**src/hw/sacd_pkg.sv**
```systemverilog
// shared constants and types for the command header decoder
package sacd_pkg;

  localparam logic [7:0] CLA_APP = 8'hA0;

  // instruction bytes
  localparam logic [7:0] INS_SELECT = 8'hA4;
  localparam logic [7:0] INS_STATUS = 8'hF2;
  localparam logic [7:0] INS_READ_BIN = 8'hB0;
  localparam logic [7:0] INS_UPD_BIN = 8'hD6;
  localparam logic [7:0] INS_READ_REC = 8'hB2;
  localparam logic [7:0] INS_UPD_REC = 8'hDC;
  localparam logic [7:0] INS_SEEK = 8'hA2;
  localparam logic [7:0] INS_INCREASE = 8'h32;
  localparam logic [7:0] INS_INVALIDATE = 8'h04;
  localparam logic [7:0] INS_REHAB = 8'h44;
  localparam logic [7:0] INS_VERIFY = 8'h20;
  localparam logic [7:0] INS_CHANGE = 8'h24;
  localparam logic [7:0] INS_DISABLE = 8'h26;
  localparam logic [7:0] INS_ENABLE = 8'h28;
  localparam logic [7:0] INS_UNBLOCK = 8'h2C;
  localparam logic [7:0] INS_RUN_ALG = 8'h88;
  localparam logic [7:0] INS_SLEEP = 8'hFA;
  localparam logic [7:0] INS_GET_RSP = 8'hC0;
  localparam logic [7:0] INS_TERM_PROF = 8'h10;
  localparam logic [7:0] INS_ENVELOPE = 8'hC2;
  localparam logic [7:0] INS_FETCH = 8'h12;
  localparam logic [7:0] INS_TERM_RSP = 8'h14;

  // operational reserved group is 1X, X even 6..E
  localparam logic [3:0] OPS_RSV_HI = 4'h1;
  localparam logic [3:0] OPS_RSV_LO_MIN = 4'h6;
  localparam logic [3:0] OPS_RSV_LO_MAX = 4'hE;

  // secret code selection in unblock
  localparam logic [7:0] UNBLOCK_SEL_FIRST = 8'h00;
  localparam logic [7:0] UNBLOCK_SEL_SECOND = 8'h02;

  localparam logic [7:0] SELECT_P3 = 8'h02;
  localparam logic [8:0] LEN_ZERO_OUT = 9'h100;

  // directory select response layout
  localparam logic [7:0] DIR_RSP_LEN = 8'h22;
  localparam logic [7:0] DIR_APP_LEN = 8'h15;
  localparam logic [5:0] B_FREE_HI = 6'h03;
  localparam logic [5:0] B_FREE_LO = 6'h04;
  localparam logic [5:0] B_FID_HI = 6'h05;
  localparam logic [5:0] B_FID_LO = 6'h06;
  localparam logic [5:0] B_TYPE = 6'h07;
  localparam logic [5:0] B_APP_LEN = 6'h0D;
  localparam logic [5:0] B_APP_FIRST = 6'h0E;
  localparam logic [5:0] B_APP_LAST = 6'h22;
  localparam logic [7:0] RSV_BYTE = 8'h00;

  // status words
  localparam logic [7:0] SW1_OK = 8'h90;
  localparam logic [7:0] SW1_PENDING = 8'h9F;
  localparam logic [7:0] SW1_BAD_LEN = 8'h67;
  localparam logic [7:0] SW1_BAD_INS = 8'h6D;
  localparam logic [7:0] SW1_NO_DATA = 8'h6F;
  localparam logic [7:0] SW2_NONE = 8'h00;

  typedef enum logic [1:0] {
    DIR_NONE = 2'b00,
    DIR_IN = 2'b01,
    DIR_OUT = 2'b10,
    DIR_BOTH = 2'b11
  } sacd_dir_t;

  typedef enum logic [4:0] {
    FN_NONE = 5'h00,
    FN_SELECT = 5'h01,
    FN_STATUS = 5'h02,
    FN_READ_BIN = 5'h03,
    FN_UPD_BIN = 5'h04,
    FN_READ_REC = 5'h05,
    FN_UPD_REC = 5'h06,
    FN_SEEK = 5'h07,
    FN_INCREASE = 5'h08,
    FN_INVALIDATE = 5'h09,
    FN_REHAB = 5'h0A,
    FN_VERIFY = 5'h0B,
    FN_CHANGE = 5'h0C,
    FN_DISABLE = 5'h0D,
    FN_ENABLE = 5'h0E,
    FN_UNBLOCK = 5'h0F,
    FN_RUN_ALG = 5'h10,
    FN_SLEEP = 5'h11,
    FN_GET_RSP = 5'h12,
    FN_TERM_PROF = 5'h13,
    FN_ENVELOPE = 5'h14,
    FN_FETCH = 5'h15,
    FN_TERM_RSP = 5'h16,
    FN_RSV_OPS = 5'h1E,
    FN_RSV_ADM = 5'h1F
  } sacd_fn_t;

  typedef enum logic [1:0] {
    ST_IDLE = 2'b00,
    ST_SEL_DATA = 2'b01,
    ST_RSP_OUT = 2'b10
  } sacd_state_t;

endpackage

```
**src/hw/sacd_dir_rsp.sv**
```systemverilog
// byte formatter for the directory select response
`timescale 1ns/1ns
module sacd_dir_rsp (
  input wire logic [5:0] i_idx,
  input wire logic [15:0] i_free_mem,
  input wire logic [15:0] i_file_id,
  input wire logic [7:0] i_file_type,
  input wire logic [7:0] i_app_byte,
  output logic [7:0] o_byte
);

  always_comb
  begin
    o_byte = sacd_pkg::RSV_BYTE;
    if (i_idx == sacd_pkg::B_FREE_HI)
    begin
      o_byte = i_free_mem[15:8];
    end
    else if (i_idx == sacd_pkg::B_FREE_LO)
    begin
      o_byte = i_free_mem[7:0];
    end
    else if (i_idx == sacd_pkg::B_FID_HI)
    begin
      o_byte = i_file_id[15:8];
    end
    else if (i_idx == sacd_pkg::B_FID_LO)
    begin
      o_byte = i_file_id[7:0];
    end
    else if (i_idx == sacd_pkg::B_TYPE)
    begin
      o_byte = i_file_type;
    end
    else if (i_idx == sacd_pkg::B_APP_LEN)
    begin
      o_byte = sacd_pkg::DIR_APP_LEN;
    end
    else if (i_idx >= sacd_pkg::B_APP_FIRST && i_idx <= sacd_pkg::B_APP_LAST)
    begin
      o_byte = i_app_byte;
    end
  end

endmodule

```
**src/hw/sacd_top.sv**
```systemverilog
// card-side command header decoder with select and get-response handling
// What this block does
// - binary read/update offset: first parameter high byte, second low byte.
// - offset zero starts at first body byte, one at the second.
// - every command has a fixed data direction both sides follow.
// - codes 1X with X even from 6 to E are reserved, never decoded.
// - listed administrative codes are reserved, not operational commands.
// - file commands decode from their fixed instruction bytes.
// - security and toolkit commands decode from their fixed instruction bytes.
// - unblock second parameter 00 picks first secret code, 02 the second.
// - directory response: reserved, free memory, identifier, type, reserved bytes.
// - bytes 3-4 report unallocated memory of the selected directory.
// - byte 13 gives following length; bytes 14-34 hold 21 application bytes.
// - select uses parameters 00 00 02 and a two-byte file identifier.
// - only class A0 commands act; others leave state unchanged.
// - length zero means 256 bytes outgoing and nothing incoming.
// - pending output answers 9F plus length; get response fetches it.
`timescale 1ns/1ns
module sacd_top (
  input wire logic I_CLK,
  input wire logic I_SYS_RST,
  input wire logic I_HDR_VALID,
  input wire logic [7:0] I_CLA,
  input wire logic [7:0] I_INS,
  input wire logic [7:0] I_P1,
  input wire logic [7:0] I_P2,
  input wire logic [7:0] I_P3,
  input wire logic I_DATA_VALID,
  input wire logic [7:0] I_DATA,
  input wire logic [15:0] I_FREE_MEM,
  input wire logic [7:0] I_FILE_TYPE,
  input wire logic [7:0] I_APP_BYTE,
  output logic O_CMD_VALID,
  output logic [4:0] O_CMD_FN,
  output logic [1:0] O_CMD_DIR,
  output logic [15:0] O_OFFSET,
  output logic [7:0] O_REC_NO,
  output logic [7:0] O_MODE,
  output logic [8:0] O_XFER_LEN,
  output logic O_SECRET_SEL,
  output logic O_FOREIGN,
  output logic O_SW_VALID,
  output logic [7:0] O_SW1,
  output logic [7:0] O_SW2,
  output logic O_RSP_VALID,
  output logic [7:0] O_RSP_BYTE,
  output logic [5:0] O_APP_IDX,
  output logic [15:0] O_SEL_FID
);

  function automatic sacd_pkg::sacd_fn_t decode_ins(input logic [7:0] ins);
    sacd_pkg::sacd_fn_t fn;
    fn = sacd_pkg::FN_NONE;
    case (ins)
      sacd_pkg::INS_SELECT: fn = sacd_pkg::FN_SELECT;
      sacd_pkg::INS_STATUS: fn = sacd_pkg::FN_STATUS;
      sacd_pkg::INS_READ_BIN: fn = sacd_pkg::FN_READ_BIN;
      sacd_pkg::INS_UPD_BIN: fn = sacd_pkg::FN_UPD_BIN;
      sacd_pkg::INS_READ_REC: fn = sacd_pkg::FN_READ_REC;
      sacd_pkg::INS_UPD_REC: fn = sacd_pkg::FN_UPD_REC;
      sacd_pkg::INS_SEEK: fn = sacd_pkg::FN_SEEK;
      sacd_pkg::INS_INCREASE: fn = sacd_pkg::FN_INCREASE;
      sacd_pkg::INS_INVALIDATE: fn = sacd_pkg::FN_INVALIDATE;
      sacd_pkg::INS_REHAB: fn = sacd_pkg::FN_REHAB;
      sacd_pkg::INS_VERIFY: fn = sacd_pkg::FN_VERIFY;
      sacd_pkg::INS_CHANGE: fn = sacd_pkg::FN_CHANGE;
      sacd_pkg::INS_DISABLE: fn = sacd_pkg::FN_DISABLE;
      sacd_pkg::INS_ENABLE: fn = sacd_pkg::FN_ENABLE;
      sacd_pkg::INS_UNBLOCK: fn = sacd_pkg::FN_UNBLOCK;
      sacd_pkg::INS_RUN_ALG: fn = sacd_pkg::FN_RUN_ALG;
      sacd_pkg::INS_SLEEP: fn = sacd_pkg::FN_SLEEP;
      sacd_pkg::INS_GET_RSP: fn = sacd_pkg::FN_GET_RSP;
      sacd_pkg::INS_TERM_PROF: fn = sacd_pkg::FN_TERM_PROF;
      sacd_pkg::INS_ENVELOPE: fn = sacd_pkg::FN_ENVELOPE;
      sacd_pkg::INS_FETCH: fn = sacd_pkg::FN_FETCH;
      sacd_pkg::INS_TERM_RSP: fn = sacd_pkg::FN_TERM_RSP;
      8'h2A, 8'hD0, 8'hD2, 8'hDE, 8'hC4, 8'hC6, 8'hC8,
      8'hCA, 8'hCC, 8'hB4, 8'hB6, 8'hB8, 8'hBA, 8'hBC:
        fn = sacd_pkg::FN_RSV_ADM;
      default:
      begin
        if (ins[7:4] == sacd_pkg::OPS_RSV_HI && !ins[0] &&
            ins[3:0] >= sacd_pkg::OPS_RSV_LO_MIN && ins[3:0] <= sacd_pkg::OPS_RSV_LO_MAX)
        begin
          fn = sacd_pkg::FN_RSV_OPS;
        end
      end
    endcase
    return fn;
  endfunction

  function automatic sacd_pkg::sacd_dir_t fn_dir(input sacd_pkg::sacd_fn_t fn);
    sacd_pkg::sacd_dir_t d;
    d = sacd_pkg::DIR_NONE;
    case (fn)
      sacd_pkg::FN_STATUS, sacd_pkg::FN_READ_BIN, sacd_pkg::FN_READ_REC,
      sacd_pkg::FN_GET_RSP, sacd_pkg::FN_FETCH:
        d = sacd_pkg::DIR_OUT;
      sacd_pkg::FN_UPD_BIN, sacd_pkg::FN_UPD_REC, sacd_pkg::FN_VERIFY,
      sacd_pkg::FN_CHANGE, sacd_pkg::FN_DISABLE, sacd_pkg::FN_ENABLE,
      sacd_pkg::FN_UNBLOCK, sacd_pkg::FN_TERM_PROF, sacd_pkg::FN_TERM_RSP:
        d = sacd_pkg::DIR_IN;
      sacd_pkg::FN_SELECT, sacd_pkg::FN_SEEK, sacd_pkg::FN_INCREASE,
      sacd_pkg::FN_RUN_ALG, sacd_pkg::FN_ENVELOPE:
        d = sacd_pkg::DIR_BOTH;
      default:
        d = sacd_pkg::DIR_NONE;
    endcase
    return d;
  endfunction

  sacd_pkg::sacd_state_t state_q;
  sacd_pkg::sacd_fn_t hdr_fn;
  sacd_pkg::sacd_dir_t hdr_dir;
  logic app_cmd;
  logic [8:0] hdr_len;
  logic [15:0] sel_fid_q;
  logic [15:0] fid_shift_q;
  logic fid_half_q;
  logic [7:0] pending_q;
  logic [8:0] out_left_q;
  logic [5:0] out_idx_q;
  logic [7:0] fmt_byte;

  assign hdr_fn = decode_ins(I_INS);
  assign hdr_dir = fn_dir(hdr_fn);
  // foreign class headers are ignored while a select or response is in progress too
  assign app_cmd = I_HDR_VALID && state_q == sacd_pkg::ST_IDLE && I_CLA == sacd_pkg::CLA_APP;
  // zero only means 256 when the card sends
  assign hdr_len = (I_P3 == 8'h00 && hdr_dir == sacd_pkg::DIR_OUT) ?
                   sacd_pkg::LEN_ZERO_OUT : {1'b0, I_P3};

  sacd_dir_rsp u_fmt (
    .i_idx(out_idx_q),
    .i_free_mem(I_FREE_MEM),
    .i_file_id(sel_fid_q),
    .i_file_type(I_FILE_TYPE),
    .i_app_byte(I_APP_BYTE),
    .o_byte(fmt_byte)
  );

  assign O_APP_IDX = out_idx_q;
  assign O_SEL_FID = sel_fid_q;

  // decoded header fields
  always_ff @(posedge I_CLK)
  begin
    if (I_SYS_RST)
    begin
      O_CMD_VALID <= 1'b0;
      O_CMD_FN <= 5'h00;
      O_CMD_DIR <= 2'h0;
      O_OFFSET <= 16'h0000;
      O_REC_NO <= 8'h00;
      O_MODE <= 8'h00;
      O_XFER_LEN <= 9'h000;
      O_SECRET_SEL <= 1'b0;
      O_FOREIGN <= 1'b0;
    end
    else
    begin
      O_FOREIGN <= I_HDR_VALID && state_q == sacd_pkg::ST_IDLE &&
                   I_CLA != sacd_pkg::CLA_APP;
      O_CMD_VALID <= app_cmd && hdr_fn != sacd_pkg::FN_NONE &&
                     hdr_fn != sacd_pkg::FN_RSV_OPS && hdr_fn != sacd_pkg::FN_RSV_ADM;
      if (app_cmd)
      begin
        O_CMD_FN <= hdr_fn;
        O_CMD_DIR <= hdr_dir;
        // offset counts from the first body byte, so zero means no skip
        O_OFFSET <= {I_P1, I_P2};
        O_REC_NO <= I_P1;
        O_MODE <= I_P2;
        O_XFER_LEN <= hdr_len;
        O_SECRET_SEL <= (hdr_fn == sacd_pkg::FN_UNBLOCK) &&
                        (I_P2 == sacd_pkg::UNBLOCK_SEL_SECOND);
      end
    end
  end

  // command sequencing, status words and response stream
  always_ff @(posedge I_CLK)
  begin
    if (I_SYS_RST)
    begin
      state_q <= sacd_pkg::ST_IDLE;
      sel_fid_q <= 16'h0000;
      fid_shift_q <= 16'h0000;
      fid_half_q <= 1'b0;
      pending_q <= 8'h00;
      out_left_q <= 9'h000;
      out_idx_q <= 6'h00;
      O_SW_VALID <= 1'b0;
      O_SW1 <= 8'h00;
      O_SW2 <= 8'h00;
      O_RSP_VALID <= 1'b0;
      O_RSP_BYTE <= 8'h00;
    end
    else
    begin
      O_SW_VALID <= 1'b0;
      O_RSP_VALID <= 1'b0;
      case (state_q)
        sacd_pkg::ST_IDLE:
        begin
          if (app_cmd)
          begin
            if (hdr_fn == sacd_pkg::FN_NONE || hdr_fn == sacd_pkg::FN_RSV_OPS ||
                hdr_fn == sacd_pkg::FN_RSV_ADM)
            begin
              O_SW_VALID <= 1'b1;
              O_SW1 <= sacd_pkg::SW1_BAD_INS;
              O_SW2 <= sacd_pkg::SW2_NONE;
            end
            else if (hdr_fn == sacd_pkg::FN_SELECT)
            begin
              if (I_P1 == 8'h00 && I_P2 == 8'h00 && I_P3 == sacd_pkg::SELECT_P3)
              begin
                fid_half_q <= 1'b0;
                state_q <= sacd_pkg::ST_SEL_DATA;
              end
              else
              begin
                O_SW_VALID <= 1'b1;
                O_SW1 <= sacd_pkg::SW1_BAD_LEN;
                O_SW2 <= sacd_pkg::SW2_NONE;
              end
            end
            else if (hdr_fn == sacd_pkg::FN_GET_RSP)
            begin
              if (pending_q == 8'h00)
              begin
                O_SW_VALID <= 1'b1;
                O_SW1 <= sacd_pkg::SW1_NO_DATA;
                O_SW2 <= sacd_pkg::SW2_NONE;
              end
              else if (hdr_len > {1'b0, pending_q})
              begin
                O_SW_VALID <= 1'b1;
                O_SW1 <= sacd_pkg::SW1_BAD_LEN;
                O_SW2 <= pending_q;
              end
              else
              begin
                out_left_q <= hdr_len;
                out_idx_q <= 6'h01;
                state_q <= sacd_pkg::ST_RSP_OUT;
              end
            end
          end
        end
        sacd_pkg::ST_SEL_DATA:
        begin
          if (I_DATA_VALID)
          begin
            fid_shift_q <= {fid_shift_q[7:0], I_DATA};
            fid_half_q <= 1'b1;
            if (fid_half_q)
            begin
              sel_fid_q <= {fid_shift_q[7:0], I_DATA};
              pending_q <= sacd_pkg::DIR_RSP_LEN;
              O_SW_VALID <= 1'b1;
              O_SW1 <= sacd_pkg::SW1_PENDING;
              O_SW2 <= sacd_pkg::DIR_RSP_LEN;
              state_q <= sacd_pkg::ST_IDLE;
            end
          end
        end
        sacd_pkg::ST_RSP_OUT:
        begin
          O_RSP_VALID <= 1'b1;
          O_RSP_BYTE <= fmt_byte;
          out_idx_q <= out_idx_q + 6'h01;
          out_left_q <= out_left_q - 9'h001;
          if (out_left_q == 9'h001)
          begin
            pending_q <= 8'h00;
            out_idx_q <= 6'h00;
            O_SW_VALID <= 1'b1;
            O_SW1 <= sacd_pkg::SW1_OK;
            O_SW2 <= sacd_pkg::SW2_NONE;
            state_q <= sacd_pkg::ST_IDLE;
          end
        end
        default:
          state_q <= sacd_pkg::ST_IDLE;
      endcase
    end
  end

endmodule

```
**config.mk**
```make
export PLATFORM = sky130hd
export DESIGN_NAME = sacd_top
export DESIGN_NICKNAME = d
export VERILOG_FILES = /design/src/hw/sacd_pkg.sv /design/src/hw/sacd_dir_rsp.sv /design/src/hw/sacd_top.sv
export SDC_FILE = /design/constraint.sdc
export NUM_CORES = 1
export LEC_CHECK = 0
export BUFFER_PORTS_ARGS = -buffer_cell sky130_fd_sc_hd__buf_4
export CAP_MARGIN = 30
export CORE_ASPECT_RATIO = 1.25
export CORE_MARGIN = 2
export CORE_UTILIZATION = 50
export DETAILED_ROUTE_END_ITERATION = 10
export PLACE_DENSITY = 0.78
export SYNTH_ARGS = -nofsm -noshare
export SYNTH_HDL_FRONTEND = slang
export SYNTH_HIERARCHICAL = 1
export SYNTH_SLANG_ARGS = --single-unit
```
**constraint.sdc**
```tcl
create_clock -name I_CLK -period 5.8 [get_ports I_CLK]
set_clock_uncertainty 0.1 [all_clocks]
set_input_delay 0.29 -clock I_CLK [delete_from_list [all_inputs] [get_ports I_CLK]]
set_output_delay 0.29 -clock I_CLK [all_outputs]
set_load 0.03 [all_outputs]
```
Word level (Yosys, flattened, before mapping)

Memories as Yosys holds them, arrays and structs flattened.
Index checks and enable logic that the tools add are counted.

Memory bits (writable): 0
Flip-flop bits (word level): 127
Bits in latches: 0
Memory bits (read-only): 64
Logic and storage cells: 218
Output and inout port bits: 99
Memories kept: 1

Shift-type cells: 0
Divide/modulo/power cells: 0
Bitwise logic cells: 0
Equal/unequal tests: 76
Add/sub/neg operators: 2
Order comparisons: 5
Multiplexer cells: 77
Reductions and logical operators: 36
$mul: 0

Memories:

| name             | depth | width | rd ports | clocked after Yosys merged registers in | write ports | line           | RTL |
|---|---|---|---|---|---|---|---|
| (name not given) | 32    | 2     | 1        | 0                                       | 0           | sacd_top.sv:95 | `case (fn)` |

Operator list:

| operator           | number |
|---|---|
| $mux 8             | 27 |
| $eq 8x8->1 const B | 25 |
| $pmux 5 s23        | 1 |
| $mux 9             | 7 |
| $eq 8x6->1 const B | 7 |
| $pmux 8 s3         | 2 |
| $mux 6             | 7 |
| $logic_not 8->1    | 4 |
| $eq 6x3->1 const B | 4 |
| $eq 8x5->1 const B | 3 |
| $mux 2             | 10 |
| $pmux 9 s2         | 1 |
| $eq 8x2->1 const B | 2 |
| $mux 1             | 16 |
| $ne 2x2->1 const B | 8 |
| $pmux 8 s2         | 1 |
| $eq 5x5->1 const B | 3 |
| $logic_and 1x1->1  | 14 |
| $reduce_or 14->1   | 1 |
| $pmux 6 s2         | 1 |
| $ne 5x5->1 const B | 2 |
| $eq 9x1->1 const B | 1 |
| $gt 9x8->1         | 1 |
| $reduce_and 9->1   | 1 |
| other kinds (40)   | 47 |

Longest topological paths before layout

An unclocked memory read counts as a cell.

Depth after elaboration: 18
Gate-level depth with buffers: 19
Depth with buffers taken out: 15

Cells and area by module

Netlist, hierarchy kept.

Modules (own cells, without submodules):

| module       | cells an instance | sequential area each (µm²) | area an instance (µm²) | instances |
|---|---|---|---|---|
| sacd_top     | 693               | 1881.8                     | 5376.4                 | 1 |
| sacd_dir_rsp | 77                | 0.0                        | 554.3                  | 1 |

Worst setup path after synthesis

OpenSTA, ideal clock, no wires.

Path type: input port to flip-flop
Start: input I_INS[1]
End: register out_idx_q[4], in the netlist O_APP_IDX[4]
Buffers on the path: 1
Stages on the path: 16
Path slack: 1.550 ns
Required time: 5.630 ns
Arrival: 4.080 ns
Library setup time: 0.070 ns
Cells stage by stage: or4_1 -> or4_1 -> a31o_1 -> nand4_1 -> nor2_1 -> mux2i_1 -> inv_1 -> ha_1 -> a41o_1 -> nor2b_1 -> a22oi_1 -> a221oi_4 -> o32a_1 -> buf_6 -> or4_1 -> a21oi_1

Word-level cells in the longest chain between the ends: 12

Ends and longest elaborated chain:

| item                           | line            | RTL |
|---|---|---|
| start: declaration             | sacd_top.sv:24  | `input wire logic [7:0] I_INS,` |
| $ge 4x3->1                     | sacd_top.sv:83  | `ins[3:0] >= sacd_pkg::OPS_RSV_LO_MIN && ins[3:0] <= sacd_pkg::OPS_RSV_LO_MAX)` |
| $logic_and 1x1->1              | sacd_top.sv:82  | `if (ins[7:4] == sacd_pkg::OPS_RSV_HI && !ins[0] &&` |
| $logic_and 1x1->1              | sacd_top.sv:83  |  |
| $mux 5                         | sacd_top.sv:82  |  |
| $pmux 5 s23 (*)                | sacd_top.sv:54  | `case (ins)` |
| named net hdr_fn[1]            | sacd_top.sv:113 | `sacd_pkg::sacd_fn_t hdr_fn;` |
| $mem_v2 32x2                   | -               |  |
| $eq 2x2->1                     | sacd_top.sv:130 | `assign hdr_len = (I_P3 == 8'h00 && hdr_dir == sacd_pkg::DIR_OUT) ?` |
| $logic_and 1x1->1              | sacd_top.sv:130 |  |
| $mux 9                         | sacd_top.sv:130 |  |
| $gt 9x8->1                     | sacd_top.sv:237 | `else if (hdr_len > {1'b0, pending_q})` |
| $ne 2x2->1 (no line)           | -               |  |
| $reduce_and 7->1 (no line) (*) | -               |  |
| end signal: assignment         | sacd_top.sv:273 | `out_idx_q <= out_idx_q + 6'h01;` |
| end: declaration               | sacd_top.sv:122 | `logic [5:0] out_idx_q;` |

The timed path passes the listed nets; every way through them passes the cells marked *.
A chain may end at the register's enable or synchronous reset.

Final worst setup path

Start: input I_INS[1]
End: register out_idx_q[0], in the netlist O_APP_IDX[0]

The elaborated chain is that of the path after synthesis.

==> impl_metrics.yaml <==
run_status:
  outcome: "finished clean"
sta:
  worst_slew_pin_slew_ns: 0.9631
  rsz0062_at_grt: "no"
  max_clock_freq_ghz: 0.2111
  fin_tns_setup_ns: 0
  relSlewSlack_pct: 34.78
  final-setup-viol-count: 0
  drv_slew: 0
  period_minus_slack_ns: 4.737
  min_period_over_period_pct: 81.68
  finalHoldViolCount: 0
power:
  power.leakage_nw: 2.900
  power_mw: 1.389
  p_per_area_mw_per_mm2: 188.6
  ir_drop_uv: 140.1
cts:
  cts_sinks: 94
  cts_tree: "done"
  cts-resized-gates: 0
  clkTransAtPathRegs_ns: 0.07
  cts_root_buf: "clkbuf_16"
  clockBufferDepth: 2
  clock_latency_ns: 0.34
  htreeDepth: 3
  post_cts_buffers: 0
  cts_hold_buf: 0
  cts_made_buffers: 9
floorplan:
  std_cell_rows: 44
  fp.dieH_um: 125.8
  start_util_pct: 51.06
  top_level_ports: 183
  die_w_um: 101.4
  core_area_mm2: 0.01162
  dieArea_mm2: 0.01275
route:
  wl_um: 16780
  drcViolationCount: 0
  vias: 6113
  first_pass_iters: 5
  routedWlPerCell_um: 15.89
  vias_per_cell: 5.789
  detail_route.iter0.violations: 396
  ant_nets: 0
synthesis:
  synth_adder_area_share_pct: 3.376
  synth_edf_count: 0
  synth.area.mux_share_pct: 5.021
  synthTopCellsByArea: "dfxtp_1, a21oi_1, nand2_1"
  synth_xor_area_share_pct: 1.034
  synth_compound_gate_area_share_pct: 23.10
  synth_top_area_cell: "dfxtp_1"
  ys_warn_count: 6
  avgSynthCellArea_um2: 7.702
  synthesis.area_mm2: 0.005931
  yosys.area_share.simple_pct: 27.26
  netlist_instances: 770
  ys_seq_area_share_pct: 31.73
  ys_types: 79
  async_reset_ff_share_pct: 0
  synth_top_family_by_area: "simple AND/OR/NAND/NOR gates"
  yosysTopAreaCellShare_pct: 31.73
  synth-seq-cells: 94
  synth_flop_cell: "dfxtp_1"
placement:
  finalWeightedCongestion: 0.9289
  post-place-cells: 1040
  dp_hpwl_um: 12280
  portBuffers: 176
worst_setup_path:
  crit_path_max_incr_delay_ns: 0.73
  r2r_slack_ns: 2.43
  worstPathRequired_ns: 5.89
  reg2reg_depth: 9
  cp-end-kind: "flop"
  arrival_ns: 4.83
  timing.rr.start: "state_q[1]"
  path_class: "in2reg"
  cp_max_fo: 21
  slowest_stage: "o32a_1"
  reg2reg_to: "O_APP_IDX[2]"
  crit_chain: "buf_4 > or4_1 > or4_1 > a31o_1 > nand4_1 > nor2_1 > mux2i_1 > inv_1 > ha_1 > nand3_1 > o21ai_0 > o2111ai_1 > a221oi_4 > o32a_1 > mux2i_1 > nor2_1"
  cp-start-kind: "input port"
job:
  cap_violations: 0
finish:
  final_cell_count_no_fill: 1056
  antennaDiodeCount: 0
  final_common_cell: "buf_4"
  drive_gt1_share_pct: 24.92
  final_cell_mix: "buf_4, nand2_1, a21oi_1"
  post-route-util_pct: 63.43
  nNetsFinal: 990
  area_growth_pct: 24.24
  fillers: 1070
global_routing:
  grt_pass1_wl_um: 27080
  grt_pass1_vias: 5590
  grt_max_degree: 94
  grt_overflow: 0
  grt_usage_pct: 25.70
  antenna_found_initial: 0
hold_path:
  hold_end: "O_OFFSET[12]"
  hp-start: "I_P1[4]"
  min_path_cells: 3
  worstHoldPathType: "in2reg"
## worst max-delay path by stage
stage	from	end	depth (start not counted)
final	I_INS[1]	O_APP_IDX[0]	16
after global routing	I_INS[1]	out_left_q[0]	16
after CTS	I_INS[1]	O_APP_IDX[0]	16
after detailed placement	I_INS[1]	O_APP_IDX[0]	16
after global placement	I_INS[1]	O_APP_IDX[0]	16
after floorplan	I_INS[1]	O_APP_IDX[4]	16
## synth_stat cells (all sizes together), types with 3 or more instances
master / instances
nand2: 116
a21oi: 101
dfxtp: 94
buf: 46
nor2: 46
clkbuf: 30
nor3: 29
nand3: 28
o21ai: 26
mux2i: 23
inv: 18
ha: 16
a211oi: 13
nand2b: 12
and3: 11
nor4: 11
a31oi: 10
or3: 8
or4: 8
a221oi: 7
nand4: 7
or4b: 7
mux2: 6
nor2b: 6
nand4b: 5
o211ai: 5
o22a: 5
o22ai: 5
o31ai: 5
or3b: 5
a21o: 4
and2: 4
nor3b: 4
o32ai: 4
xor2: 4
o31a: 3
or2: 3
xnor2: 3
## stage by stage
| stage | worst slack (ns) | instance area, um2 | hold slack (ns) |
|---|---|---|---|
| floorplan | 1.550 | 5949 | 0.3260 |
| global placement | 0.9540 | 7079 | 0.3380 |
| detailed placement | 0.7669 | 7079 | 0.3445 |
| CTS | 1.124 | 7368 | 0.09337 |
| global route | 0.7847 | 7368 | 0.1033 |
| finish | 1.063 | 7368 | 0.09798 |
## power breakdown
group / total (mW) / switching (mW) / internal [mW]
Sequential: 0.646 / 0.000296 / 0.646
Combinational: 0.167 / 0.0940 / 0.0726
Clock: 0.577 / 0.267 / 0.310
## metal layers
layer / global-route usage, % / wire, um / part of all wire (%)
met2: 43.86 / 8296 / 49
met1: 32.19 / 7050 / 42
met4: 9.777 / 451 / 2.7
met3: 4.051 / 980 / 5.8
met5: 0 / 0 / 0
## logic make-up after synthesis
| family | after synthesis |
|---|---|
| AND/OR/NAND/NOR | 317 |
| AO/OA/AOI/OAI | 211 |
| buffers and inverters | 95 |
| flip-flops | 94 |
| multiplexers | 29 |
| adder cells (fa/ha/maj) | 16 |
| XOR/XNOR | 7 |
| other | 1 |
## area by class of cell
cell class | instances | area (um2) | area share, %
multi-input cells | 586 | 3573 | 48.50
repair buffers | 180 | 1351 | 18.34
flip-flops and latches | 94 | 1882 | 25.54
well taps | 161 | 201.4 | 2.734
clock buffers | 10 | 239.0 | 3.243
clock inverters | 6 | 50.05 | 0.6792
inverters | 19 | 71.32 | 0.9679
## sequential cells by signal, summed over array words and instances, names as in the netlist, 2 cells and up
register	count
O_SW1	5
O_RSP_BYTE	8
out_left_q	9
O_CMD_FN	5
fid_shift_q	8
O_OFFSET	16
state_q	2
O_CMD_DIR	2
O_SEL_FID	16
O_XFER_LEN	9
O_APP_IDX	6
## worst max-delay path, delay by kind of cell
kind	cells	cell delay, ns
multiplexers	2	0.57
adder cells (fa/ha/maj)	1	0.36
AO/OA/AOI/OAI	5	1.94
AND/OR/NAND/NOR	6	1.31
buffers and inverters	2	0.34
Power figures use the tool's default switching activity.
